## config.mk

```make
export PLATFORM = sky130hd
export DESIGN_NAME = asp_core
export DESIGN_NICKNAME = d
export VERILOG_FILES = /design/src/rtl/asp_pkg.sv /design/src/rtl/asp_core.sv
export SDC_FILE = /design/constraint.sdc
export NUM_CORES = 1
export LEC_CHECK = 0
export BUFFER_PORTS_ARGS = -buffer_cell sky130_fd_sc_hd__buf_2
export CORE_UTILIZATION = 50
export CTS_BUF_LIST = sky130_fd_sc_hd__clkbuf_4 sky130_fd_sc_hd__clkbuf_8
export DETAILED_ROUTE_END_ITERATION = 10
export HOLD_SLACK_MARGIN = 0.02
export MAX_ROUTING_LAYER = met4
export PLACE_DENSITY = 0.69
export REMOVE_ABC_BUFFERS = 1
export SLEW_MARGIN = 20
export SYNTH_ARGS = -nofsm -noshare
export SYNTH_HDL_FRONTEND = slang
export SYNTH_SLANG_ARGS = --single-unit
```

## constraint.sdc

```tcl
create_clock -name clk -period 12.6 [get_ports clk]
set_input_delay 0 -clock clk [delete_from_list [all_inputs] [get_ports clk]]
set_output_delay 0 -clock clk [all_outputs]
set_load 0.02 [all_outputs]
```

## src/rtl/asp_pkg.sv

```systemverilog
// constants and types shared by the audio serial framing and clock block
package asp_pkg;
   // register bus geometry
   localparam int ASP_AW = 12;
   localparam logic [ASP_AW-1:0] ASP_OFS_CTRL = 12'h000; // framing and mode control
   localparam logic [ASP_AW-1:0] ASP_OFS_PSC = 12'h004; // clock generator settings
   localparam logic [ASP_AW-1:0] ASP_OFS_DATA = 12'h008; // half-word data port
   localparam logic [ASP_AW-1:0] ASP_OFS_STAT = 12'h00C; // state and sticky flags
   // control register fields
   localparam int ASP_CTL_EN = 0;
   localparam int ASP_CTL_FMT = 1; // two bits
   localparam int ASP_CTL_MODE = 3; // two bits
   localparam int ASP_CTL_SWID = 5; // two bits
   localparam int ASP_CTL_SLOT = 7;
   localparam int ASP_CTL_POL = 8;
   localparam int ASP_CTL_LSYNC = 9;
   localparam logic [31:0] ASP_CTL_MASK = 32'h0000_03FF;
   localparam logic [31:0] ASP_CTL_RST = 32'h0000_0000;
   // prescaler register fields
   localparam int ASP_PSC_DIV = 0; // eight bits
   localparam int ASP_PSC_ODD = 8;
   localparam int ASP_PSC_MCKEN = 9;
   localparam logic [31:0] ASP_PSC_MASK = 32'h0000_03FF;
   localparam logic [31:0] ASP_PSC_RST = 32'h0000_0002;
   // status register fields
   localparam int ASP_ST_TXE = 0;
   localparam int ASP_ST_RXNE = 1;
   localparam int ASP_ST_CHAN = 2;
   localparam int ASP_ST_URUN = 3;
   localparam int ASP_ST_ORUN = 4;
   localparam int ASP_ST_BUSY = 5;
   // framing constants
   localparam logic [4:0] ASP_LAST16 = 5'd15;
   localparam logic [4:0] ASP_LAST32 = 5'd31;
   localparam logic [4:0] ASP_LONG_SYNC_BITS = 5'd13;
   localparam logic [8:0] ASP_MIN_DIV = 9'd2;
   typedef enum logic [1:0] {
      ASP_FMT_PHIL = 2'b00,
      ASP_FMT_MSB = 2'b01,
      ASP_FMT_LSB = 2'b10,
      ASP_FMT_PCM = 2'b11
   } asp_fmt_e;
   typedef enum logic [1:0] {
      ASP_MODE_MTX = 2'b00,
      ASP_MODE_MRX = 2'b01,
      ASP_MODE_STX = 2'b10,
      ASP_MODE_SRX = 2'b11
   } asp_mode_e;
   typedef enum logic [1:0] {
      ASP_WID_16 = 2'b00,
      ASP_WID_24 = 2'b01,
      ASP_WID_32 = 2'b10,
      ASP_WID_RSV = 2'b11
   } asp_wid_e;
endpackage : asp_pkg

```

## src/rtl/asp_core.sv

```systemverilog
// audio serial framing engine with bit and master clock generator and apb slave
//
// Notes on behaviour
// lsb-justified: ws and data change on falling edge
// equal lengths: lsb framing equals msb framing
// lsb aligns low in slot, msb high
// software writes low-byte d23..16 first, then d15..0
// rx lsb 24-bit: zero-padded d23..16, then d15..0
// 24-bit in 32 slot: two half-words
// 16-bit in 32 slot: one access, zero fill
// pcm: rising edge update, ws is frame sync
// pcm: bit selects short or long sync
// pcm packs half-words like phillips
// software writes d23..8 then d7..0 high byte
// msb first, left channel before right
// generator from system clock, divider and bits
// no mclk: bit rate clk/(2div+odd)
// mclk: divide by 8 or 4 times
// sample rate is bitrate over two slots of bits
// mclk: sample rate clk/(256(2div+odd))
// no mclk: sample rate over 32 or 64
// two-bit field picks one of four modes
// master drives clock, ws, optional mclk
// slave takes clock and ws as inputs
// unused mclk pin is released
// width codes 00/01/10, slot bit 0/1
// short sync one bit, long thirteen bits
// polarity sets idle level, flips edges
//
// Implementation choices: the placing of the registers and the APB slave port.
`timescale 1ns/1ns
module asp_core (
   input wire logic clk,
   input wire logic rst,
   input wire logic psel,
   input wire logic penable,
   input wire logic pwrite,
   input wire logic [asp_pkg::ASP_AW-1:0] paddr,
   input wire logic [31:0] pwdata,
   output logic [31:0] prdata,
   output logic pready,
   output logic pslverr,
   input wire logic bclk_in,
   output logic bclk_out,
   output logic bclk_oe,
   input wire logic ws_in,
   output logic ws_out,
   output logic ws_oe,
   input wire logic sd_in,
   output logic sd_out,
   output logic sd_oe,
   output logic mclk_out,
   output logic mclk_oe
);
   import asp_pkg::*;

   logic [31:0] ctrl_ff, psc_ff; // software settings
   logic pready_ff, pslverr_ff; // bus answer
   logic [31:0] prdata_ff;
   logic pop_arm_ff; // read captured a valid half-word
   logic [15:0] tx_half_ff; // first half of a two-part sample
   logic tx_have_ff; // first half held
   logic [31:0] tx_word_ff; // slot word, left aligned
   logic tx_vld_ff; // slot word waiting for the shifter
   logic [31:0] tx_sr_ff; // transmit shifter, current bit at top
   logic [30:0] rx_sr_ff; // receive shifter
   logic [15:0] rx_a_ff, rx_b_ff; // received half-words, a read first
   logic [1:0] rx_n_ff; // half-words held
   logic urun_ff, orun_ff; // sticky error flags
   logic chan_flag_ff; // side of last loaded or received word
   logic started_ff; // transfer running
   logic [11:0] bcnt_ff; // bit period counter
   logic [8:0] mcnt_ff; // master clock period counter
   logic ph_prev_ff; // previous internal clock phase
   logic ws_prev_ff; // ws seen at previous sample edge
   logic [4:0] pos_ff; // bit index inside the slot
   logic chan_ff; // 0 left, 1 right
   logic bclk_ff, bclk_oe_ff, ws_ff, ws_oe_ff, sd_ff, sd_oe_ff, mclk_ff, mclk_oe_ff;

   // decoded settings
   logic en, slot32, pol, lsync, mcken, odd, is_master, is_tx;
   asp_fmt_e fmt;
   asp_wid_e swid;
   asp_mode_e mode;
   logic [7:0] div;
   assign en = ctrl_ff[ASP_CTL_EN];
   assign fmt = asp_fmt_e'(ctrl_ff[ASP_CTL_FMT +: 2]);
   assign mode = asp_mode_e'(ctrl_ff[ASP_CTL_MODE +: 2]);
   assign swid = asp_wid_e'(ctrl_ff[ASP_CTL_SWID +: 2]);
   // a slot never shorter than the sample: wide samples force 32-bit slots
   assign slot32 = ctrl_ff[ASP_CTL_SLOT] | (swid != ASP_WID_16);
   assign pol = ctrl_ff[ASP_CTL_POL];
   assign lsync = ctrl_ff[ASP_CTL_LSYNC];
   assign div = psc_ff[ASP_PSC_DIV +: 8];
   assign odd = psc_ff[ASP_PSC_ODD];
   assign mcken = psc_ff[ASP_PSC_MCKEN];
   assign is_master = (mode == ASP_MODE_MTX) || (mode == ASP_MODE_MRX);
   assign is_tx = (mode == ASP_MODE_MTX) || (mode == ASP_MODE_STX);

   // bus decode; answer comes one cycle into the access phase
   logic acc, done, hit, rd_data, wr_data, rd_stat;
   assign acc = psel & penable;
   assign done = acc & pready_ff;
   assign hit = (paddr == ASP_OFS_CTRL) || (paddr == ASP_OFS_PSC) ||
                (paddr == ASP_OFS_DATA) || (paddr == ASP_OFS_STAT);
   assign rd_data = done & ~pwrite & (paddr == ASP_OFS_DATA);
   assign wr_data = done & pwrite & (paddr == ASP_OFS_DATA);
   assign rd_stat = done & ~pwrite & (paddr == ASP_OFS_STAT);

   // clock generator: period in system cycles
   logic [8:0] ndiv, ndiv_raw;
   logic [11:0] per, nxt_bcnt;
   logic m_ph, run;
   always_comb begin
      ndiv_raw = {div, 1'b0} + {8'h00, odd};
      ndiv = (ndiv_raw < ASP_MIN_DIV) ? ASP_MIN_DIV : ndiv_raw; // zero or one cannot toggle
      if (!mcken) begin
         per = {3'b000, ndiv};
      end else if (slot32) begin
         per = {1'b0, ndiv, 2'b00};
      end else begin
         per = {ndiv, 3'b000};
      end
      nxt_bcnt = (bcnt_ff >= per - 12'd1) ? 12'd0 : bcnt_ff + 12'd1;
      m_ph = (bcnt_ff >= {1'b0, per[11:1]}); // low half first, then high half
   end
   // master runs only once started; slaves follow the pin at once
   assign run = en & is_master & started_ff;

   // internal phase and edges; polarity only flips the pin, so edges flip too
   logic cur_ph, rise, fall, upd, smp;
   always_comb begin
      cur_ph = is_master ? m_ph : (bclk_in ^ pol);
      rise = en & cur_ph & ~ph_prev_ff;
      fall = en & ~cur_ph & ph_prev_ff;
      upd = (fmt == ASP_FMT_PCM) ? rise : fall;
      smp = (fmt == ASP_FMT_PCM) ? fall : rise;
   end

   // slot position stepping and slave resynchronisation from ws
   logic [4:0] last, adv_pos, spos, eff_pos;
   logic adv_chan, sync, schan, adv_wrap;
   always_comb begin
      last = slot32 ? ASP_LAST32 : ASP_LAST16;
      adv_wrap = (pos_ff >= last);
      adv_pos = adv_wrap ? 5'd0 : pos_ff + 5'd1;
      // pcm carries one channel per frame, others alternate left then right
      adv_chan = adv_wrap ? ((fmt == ASP_FMT_PCM) ? 1'b0 : ~chan_ff) : chan_ff;
      sync = 1'b0;
      spos = 5'd0;
      schan = ws_in;
      case (fmt)
         ASP_FMT_PHIL: begin // ws leads data by one bit
            sync = (ws_in != ws_prev_ff);
            spos = last;
            schan = ~ws_in;
         end
         ASP_FMT_MSB, ASP_FMT_LSB: begin // ws changes with first bit
            sync = (ws_in != ws_prev_ff);
         end
         ASP_FMT_PCM: begin
            schan = 1'b0;
            if (lsync) begin // long pulse: rising ws marks bit 0
               sync = ws_in & ~ws_prev_ff;
            end else begin // short pulse: bit before bit 0
               sync = ws_in;
               spos = last;
            end
         end
         default: begin
            sync = 1'b0;
         end
      endcase
      sync = sync & smp & ~is_master;
      eff_pos = sync ? spos : pos_ff;
   end

   // master ws shape, computed for the bit that starts at this update
   logic nxt_ws;
   always_comb begin
      case (fmt)
         ASP_FMT_PHIL: nxt_ws = (adv_pos == last) ? ~adv_chan : adv_chan;
         ASP_FMT_MSB, ASP_FMT_LSB: nxt_ws = adv_chan;
         ASP_FMT_PCM: nxt_ws = lsync ? (adv_pos < ASP_LONG_SYNC_BITS) : (adv_pos == last);
         default: nxt_ws = 1'b0;
      endcase
   end

   // half-words into a left aligned slot word; h1 first write, h2 last
   function automatic logic [31:0] tx_compose(input logic lsb, input logic s32, input asp_wid_e w,
                                              input logic [15:0] h1, input logic [15:0] h2);
      logic [31:0] r;
      r = {h1, h2}; // 32-bit sample, also r2 for equal lengths
      case (w)
         ASP_WID_16: r = (lsb && s32) ? {16'h0000, h2} : {h2, 16'h0000};
         ASP_WID_24: r = lsb ? {8'h00, h1[7:0], h2} : {h1, h2[15:8], 8'h00};
         default: r = {h1, h2};
      endcase
      return r;
   endfunction : tx_compose

   // received slot split into presented half-words
   logic [31:0] rx_raw, rx_l;
   logic [15:0] rx_h1, rx_h2;
   logic [1:0] rx_cnt;
   logic lsb_fmt, need_two;
   always_comb begin
      lsb_fmt = (fmt == ASP_FMT_LSB);
      need_two = (swid != ASP_WID_16);
      rx_raw = {rx_sr_ff, sd_in};
      rx_l = slot32 ? rx_raw : {rx_raw[15:0], 16'h0000};
      rx_h1 = rx_l[31:16];
      rx_h2 = rx_l[15:0];
      rx_cnt = 2'd2;
      case (swid)
         ASP_WID_16: begin
            rx_h1 = (lsb_fmt && slot32) ? rx_l[15:0] : rx_l[31:16];
            rx_cnt = 2'd1;
         end
         ASP_WID_24: begin
            if (lsb_fmt) begin
               rx_h1 = {8'h00, rx_l[23:16]};
               rx_h2 = rx_l[15:0];
            end else begin
               rx_h2 = {rx_l[15:8], 8'h00};
            end
         end
         default: rx_cnt = 2'd2;
      endcase
   end

   // shifter events
   logic load, push, pop, rx_free;
   assign load = upd & is_tx & (adv_pos == 5'd0) & (is_master ? run : started_ff);
   assign push = smp & ~is_tx & started_ff & (eff_pos == last);
   assign pop = rd_data & pop_arm_ff;
   assign rx_free = ((rx_n_ff - {1'b0, pop}) == 2'd0);

   // apb answer and read mux
   always_ff @(posedge clk) begin
      if (rst) begin
         pready_ff <= 1'b0;
         pslverr_ff <= 1'b0;
         prdata_ff <= 32'h0000_0000;
         pop_arm_ff <= 1'b0;
      end else begin
         pready_ff <= acc & ~pready_ff;
         pslverr_ff <= acc & ~pready_ff & ~hit; // unmapped: error, reads zero
         pop_arm_ff <= acc & ~pready_ff & ~pwrite & (paddr == ASP_OFS_DATA) & (rx_n_ff != 2'd0);
         prdata_ff <= 32'h0000_0000;
         if (acc && !pready_ff && !pwrite) begin
            case (paddr)
               ASP_OFS_CTRL: prdata_ff <= ctrl_ff;
               ASP_OFS_PSC: prdata_ff <= psc_ff;
               ASP_OFS_DATA: prdata_ff <= {16'h0000, (rx_n_ff != 2'd0) ? rx_a_ff : 16'h0000};
               ASP_OFS_STAT: prdata_ff <= {26'h000_0000, started_ff, orun_ff, urun_ff, chan_flag_ff,
                                           (rx_n_ff != 2'd0), ~tx_vld_ff};
               default: prdata_ff <= 32'h0000_0000;
            endcase
         end
      end
   end

   // settings registers
   always_ff @(posedge clk) begin
      if (rst) begin
         ctrl_ff <= ASP_CTL_RST;
         psc_ff <= ASP_PSC_RST;
      end else if (done && pwrite) begin
         if (paddr == ASP_OFS_CTRL) begin
            ctrl_ff <= pwdata & ASP_CTL_MASK;
         end
         if (paddr == ASP_OFS_PSC) begin
            psc_ff <= pwdata & ASP_PSC_MASK;
         end
      end
   end

   // transmit assembly: writes ignored while a slot word is waiting
   always_ff @(posedge clk) begin
      if (rst) begin
         tx_half_ff <= 16'h0000;
         tx_have_ff <= 1'b0;
         tx_word_ff <= 32'h0000_0000;
         tx_vld_ff <= 1'b0;
      end else if (wr_data && !tx_vld_ff) begin
         if (need_two && !tx_have_ff) begin
            tx_half_ff <= pwdata[15:0];
            tx_have_ff <= 1'b1;
         end else begin
            tx_word_ff <= tx_compose(lsb_fmt, slot32, swid, tx_half_ff, pwdata[15:0]);
            tx_vld_ff <= 1'b1;
            tx_have_ff <= 1'b0;
         end
      end else if (load) begin
         tx_vld_ff <= 1'b0;
      end
   end

   // receive holding: one sample, read as one or two half-words
   always_ff @(posedge clk) begin
      if (rst) begin
         rx_a_ff <= 16'h0000;
         rx_b_ff <= 16'h0000;
         rx_n_ff <= 2'd0;
      end else if (push && rx_free) begin
         rx_a_ff <= rx_h1;
         rx_b_ff <= rx_h2;
         rx_n_ff <= rx_cnt;
      end else if (pop) begin
         rx_a_ff <= rx_b_ff;
         rx_n_ff <= rx_n_ff - 2'd1;
      end
   end

   // sticky errors: a status read clears, a same-cycle event wins
   always_ff @(posedge clk) begin
      if (rst) begin
         urun_ff <= 1'b0;
         orun_ff <= 1'b0;
      end else begin
         urun_ff <= (load & ~tx_vld_ff & ~is_master) | (urun_ff & ~rd_stat);
         orun_ff <= (push & ~rx_free) | (orun_ff & ~rd_stat);
      end
   end

   // start condition and channel side flag
   always_ff @(posedge clk) begin
      if (rst) begin
         started_ff <= 1'b0;
         chan_flag_ff <= 1'b0;
      end else begin
         if (!en) begin
            started_ff <= 1'b0;
         end else if (is_master ? (!is_tx || tx_vld_ff) : sync) begin
            started_ff <= 1'b1; // master rx starts at enable, tx on first word
         end
         if (load || (push && rx_free)) begin
            chan_flag_ff <= load ? adv_chan : chan_ff;
         end
      end
   end

   // dividers; both restart together so mclk stays aligned with the bit clock
   always_ff @(posedge clk) begin
      if (rst || !run) begin
         bcnt_ff <= 12'd0;
         mcnt_ff <= 9'd0;
      end else begin
         bcnt_ff <= nxt_bcnt;
         mcnt_ff <= (mcnt_ff >= ndiv - 9'd1) ? 9'd0 : mcnt_ff + 9'd1;
      end
   end

   // phase history and slave ws history
   always_ff @(posedge clk) begin
      if (rst) begin
         ph_prev_ff <= 1'b0;
         ws_prev_ff <= 1'b0;
      end else begin
         ph_prev_ff <= cur_ph;
         if (smp) begin
            ws_prev_ff <= ws_in;
         end
      end
   end

   // slot position: steps on update edges, slaves realign on sample edges
   always_ff @(posedge clk) begin
      if (rst || !en) begin
         pos_ff <= ASP_LAST32; // first step lands on bit 0 of the left side
         chan_ff <= 1'b1;
      end else if (upd) begin
         pos_ff <= adv_pos;
         chan_ff <= adv_chan;
      end else if (sync) begin
         pos_ff <= spos;
         chan_ff <= schan;
      end
   end

   // shifters, msb first
   always_ff @(posedge clk) begin
      if (rst) begin
         tx_sr_ff <= 32'h0000_0000;
         rx_sr_ff <= 31'h0000_0000;
      end else begin
         if (load) begin
            tx_sr_ff <= tx_vld_ff ? tx_word_ff : 32'h0000_0000; // underrun sends silence
         end else if (upd) begin
            tx_sr_ff <= {tx_sr_ff[30:0], 1'b0};
         end
         if (smp) begin
            rx_sr_ff <= rx_raw[30:0];
         end
      end
   end

   // pins; clock idles at the polarity level
   always_ff @(posedge clk) begin
      if (rst) begin
         bclk_ff <= 1'b0;
         ws_ff <= 1'b0;
         sd_ff <= 1'b0;
         mclk_ff <= 1'b0;
      end else begin
         bclk_ff <= cur_ph ^ pol;
         if (upd && run) begin
            ws_ff <= nxt_ws;
         end else if (!run) begin
            ws_ff <= 1'b0;
         end
         if (load) begin
            sd_ff <= tx_vld_ff & tx_word_ff[31];
         end else if (upd) begin
            sd_ff <= tx_sr_ff[30];
         end
         mclk_ff <= run & mcken & (mcnt_ff >= {1'b0, ndiv[8:1]});
      end
   end

   // pin direction per operating mode
   always_ff @(posedge clk) begin
      if (rst) begin
         bclk_oe_ff <= 1'b0;
         ws_oe_ff <= 1'b0;
         sd_oe_ff <= 1'b0;
         mclk_oe_ff <= 1'b0;
      end else begin
         bclk_oe_ff <= en & is_master;
         ws_oe_ff <= en & is_master;
         sd_oe_ff <= en & is_tx;
         mclk_oe_ff <= en & is_master & mcken;
      end
   end

   assign prdata = prdata_ff;
   assign pready = pready_ff;
   assign pslverr = pslverr_ff;
   assign bclk_out = bclk_ff;
   assign bclk_oe = bclk_oe_ff;
   assign ws_out = ws_ff;
   assign ws_oe = ws_oe_ff;
   assign sd_out = sd_ff;
   assign sd_oe = sd_oe_ff;
   assign mclk_out = mclk_ff;
   assign mclk_oe = mclk_oe_ff;
endmodule : asp_core

```

==> impl_metrics.env <==
export IMPL_post_synth_instance_area_um2=11300
export IMPL_timing_final_crit_period_ns=6.00
export IMPL_cell_chosen_for_the_clock_root="sky130_fd_sc_hd__clkbuf_8"
export IMPL_worst_path_buf_inv=2
export IMPL_wl_final_um=26900
export IMPL_drv_cap=0
export IMPL_timing_slew_headroom=0.282
export IMPL_die_y_um=152
export IMPL_insertion_delay_ns=0.54
export IMPL_detail_route_antenna_nets=0
export IMPL_grt_antenna_before_repair=0
export IMPL_min_delay_path_class="in2reg"
export IMPL_postSynthRegisterBits=225
export IMPL_worst_vdd_rail_ir_drop_uv=72.5
export IMPL_syn2layout_area_growth_pct=12.6
export IMPL_io_port_bufs=61
export IMPL_finClkSkew_ns=0.0279
export IMPL_asyncSetResetFlopFracSynth=0
export IMPL_worst_endpoint_required_ns=13.00
export IMPL_use_met3=0.0461
export IMPL_critical_path_most_common_cell="sky130_fd_sc_hd__nand2_1"
export IMPL_initial_util=0.514
export IMPL_floorplan_die_width_um=152
export IMPL_cts_hold_buffers=23
export IMPL_routability_congestion_estimate=0.842
export IMPL_post_drt_via_cell_ratio=5.57
export IMPL_grt_pass1_vias=8902
export IMPL_maxClockFrequency_mhz=167
export IMPL_worst_pin_slew_ns=1.07
export IMPL_netlist_top_cell_by_area="sky130_fd_sc_hd__dfxtp_1"
export IMPL_tritoncts="done"
export IMPL_timing_final_crit_share=0.476
export IMPL_fp_coreArea_um2=22000
export IMPL_crit_family="compound AO/OA/AOI/OAI gates"
export IMPL_prevailing_post_synth_register_cell="sky130_fd_sc_hd__dfxtp_1"
export IMPL_die_area_um2=23200
export IMPL_detailedRoute_firstPassIterationCount=10
export IMPL_drc_errors_left=5
export IMPL_global_route_usage_met1=0.320
export IMPL_violations="design-rule violations"
export IMPL_resized_gates_after_cts=0
export IMPL_critPathSlowestCell="sky130_fd_sc_hd__a211oi_4"
export IMPL_power_density_nw_per_um2=117
export IMPL_seq_area_frac_synth=0.399
export IMPL_count_of_pins_over_their_slew_limit=0
export IMPL_finish_utilization=0.579
export IMPL_critPathLaunchType="register"
export IMPL_global_route_usage_met2=0.372
export IMPL_synth_cells=1371
export IMPL_grt_start_max_net_pins=89
export IMPL_kind_of_capture_point_of_the_worst_setup_path="register"
export IMPL_antenna_diodes=0
export IMPL_post_dp_cell_area_um2=11600
export IMPL_grt_remaining_overflow=0
export IMPL_design_final_nets=1514
export IMPL_cts_made_buffers=39
export IMPL_hold_worst_slack_ns=0.0637
export IMPL_post_cts_buffers=0
export IMPL_yosys_warnings=0
export IMPL_h_tree_depth=2
export IMPL_timing_critical_path_slowest_cell_delay_ns=0.93
export IMPL_synth_enable_flop_cells=0
export IMPL_regToRegSetupSlack_ns=6.60
export IMPL_wire_length_of_the_first_global_routing_pass_um=44700
export IMPL_critical_path_max_fanout=18
export IMPL_mean_area_per_synthesized_cell_um2=8.23
export IMPL_place_detailed_hpwl_um=17400
export IMPL_num_rows=54
export IMPL_top_usage_layer="met2"
export IMPL_detailroute_via_count=9584
export IMPL_drive_gt1_frac=0.124
export IMPL_io_pin_count=94
export IMPL_outcome="finished with violations"
export IMPL_yosysMostFrequentCell="sky130_fd_sc_hd__dfxtp_1"
export IMPL_clock_sinks=225
export IMPL_grt_setup_unrepaired="false"
export IMPL_clk_path_buf_depth=3
export IMPL_all_layer_gr_usage=0.239
export IMPL_setup_total_negative_slack_ns=0
export IMPL_drt_initial_drc_count=609
export IMPL_fin_area_um2=12700
export IMPL_static_leakage_power_nw=4.63
export IMPL_synth_top_cell_area_share=0.399
export IMPL_clk_transition_reported_paths_ns=0.06
export IMPL_totalPowerFinal_mw=1.48
export IMPL_setup_viol_count_final=0
export IMPL_ys_top_cells_by_area="sky130_fd_sc_hd__dfxtp_1, sky130_fd_sc_hd__nor2_1, sky130_fd_sc_hd__a21oi_1, sky130_fd_sc_hd__ha_1, sky130_fd_sc_hd__nand2_1"
export IMPL_cp_data_arrival_time_ns=6.40
export IMPL_worstSetupPathType="reg2reg"
export IMPL_synthTopCellsByCount="sky130_fd_sc_hd__dfxtp_1, sky130_fd_sc_hd__nor2_1, sky130_fd_sc_hd__nand2_1, sky130_fd_sc_hd__a21oi_1, sky130_fd_sc_hd__clkbuf_1"
export IMPL_worstPathCellList="nor2_1 -> nand2_1 -> clkinv_1 -> o21ai_0 -> nand2_1 -> ha_1 -> and4b_1 -> a2111oi_1 -> o211ai_1 -> and2_1 -> o22a_1 -> buf_4 -> a211oi_4 -> mux2i_1 -> a21oi_1"
export IMPL_detail_route_wl_per_cell_um=15.6
export IMPL_synth_lib_cells_used_distinct=68
export IMPL_hold_viol_final=0
==> kinds of logic after synthesis <==
family                   count (synthesis)  synth area share
AND/OR/NAND/NOR                        529             0.213
AO/OA/AOI/OAI                          318             0.186
flip-flops                             225             0.399
buffers and inverters                  144            0.0565
multiplexers                            66            0.0606
adder cells (fa/ha/maj)                 48            0.0532
XOR/XNOR                                40            0.0310
other                                    1          0.000332
==> power by group <==
group,internal [mW],switching [mW],total [mW],leakage (nW)
combinational,0.0110,0.0241,0.0351,2.36
clock,0.439,0.296,0.736,0.458
sequential,0.712,0.000154,0.712,1.81
total,1.16,0.320,1.48,4.63
==> cell type report <==
type / count / area, um2
Clock inverter: 8 / 133
Fill cell: 2014 / 9250
Clock buffer: 59 / 743
Multi-Input combinational cell: 1017 / 6220
Inverter: 34 / 128
Timing Repair Buffer: 97 / 636
Sequential cell: 225 / 4500
Tap cell: 280 / 350
==> worst reg2reg max path, delay by kind of cell (launching register included) <==
family                     cells  cell delay, ns
AOI/OAI and AO/OA              6            2.44
adders and majority gates      1            0.34
buffers and inverters          2            0.83
DFF                            1            0.59
muxes                          1            0.27
and+or+nand+nor                5            1.37
==> metrics by stage <==
stage                     setup slack [ns]  cells
after floorplan                       7.68   1276
after global placement                6.72   1630
after detailed placement              6.71   1630
after CTS                             6.65   1720
after global routing                  6.06   1720
final                                 6.60   1720
==> layout by cell type, fill, tap and decap left out, drive strengths merged, types with 34 or more instances in the layout <==
cell type  synthesis  final
a21oi            144    144
nor2             194    194
buf               33     74
nand3             62     62
a211oi            57     57
mux2i             47     47
dfxtp            225    225
inv               33     34
ha                48     48
clkbuf            77     59
nand2            146    146
==> metal layers <==
metal	share of wire	vias to the layer above
met5	0	-
met4	0.013	0
met3	0.061	29
met2	0.45	256
met1	0.48	4436
li1	-	4863
==> flip-flops by register name, summed over array words and instances (netlist names), 2 cells and up <==
name and count:
rx_a_ff 16, ctrl_ff 10, bcnt_ff 12, prdata 16
rx_b_ff 16, rx_n_ff 2, rx_sr_ff 31, tx_word_ff 32
tx_sr_ff 31, mcnt_ff 9, pos_ff 5, psc_ff 10
tx_half_ff 16
==> final timing paths <==
check / start / to / depth (start not counted)
setup / recovery: ctrl_ff[6] / chan_flag_ff / 15
hold / removal: paddr[3] / prdata[1] / 4
setup reg to reg: ctrl_ff[6] / chan_flag_ff / 15
hold reg to reg: rx_a_ff[13] / prdata[13] / 1
No activity file was read; power rests on OpenSTA's default activity.
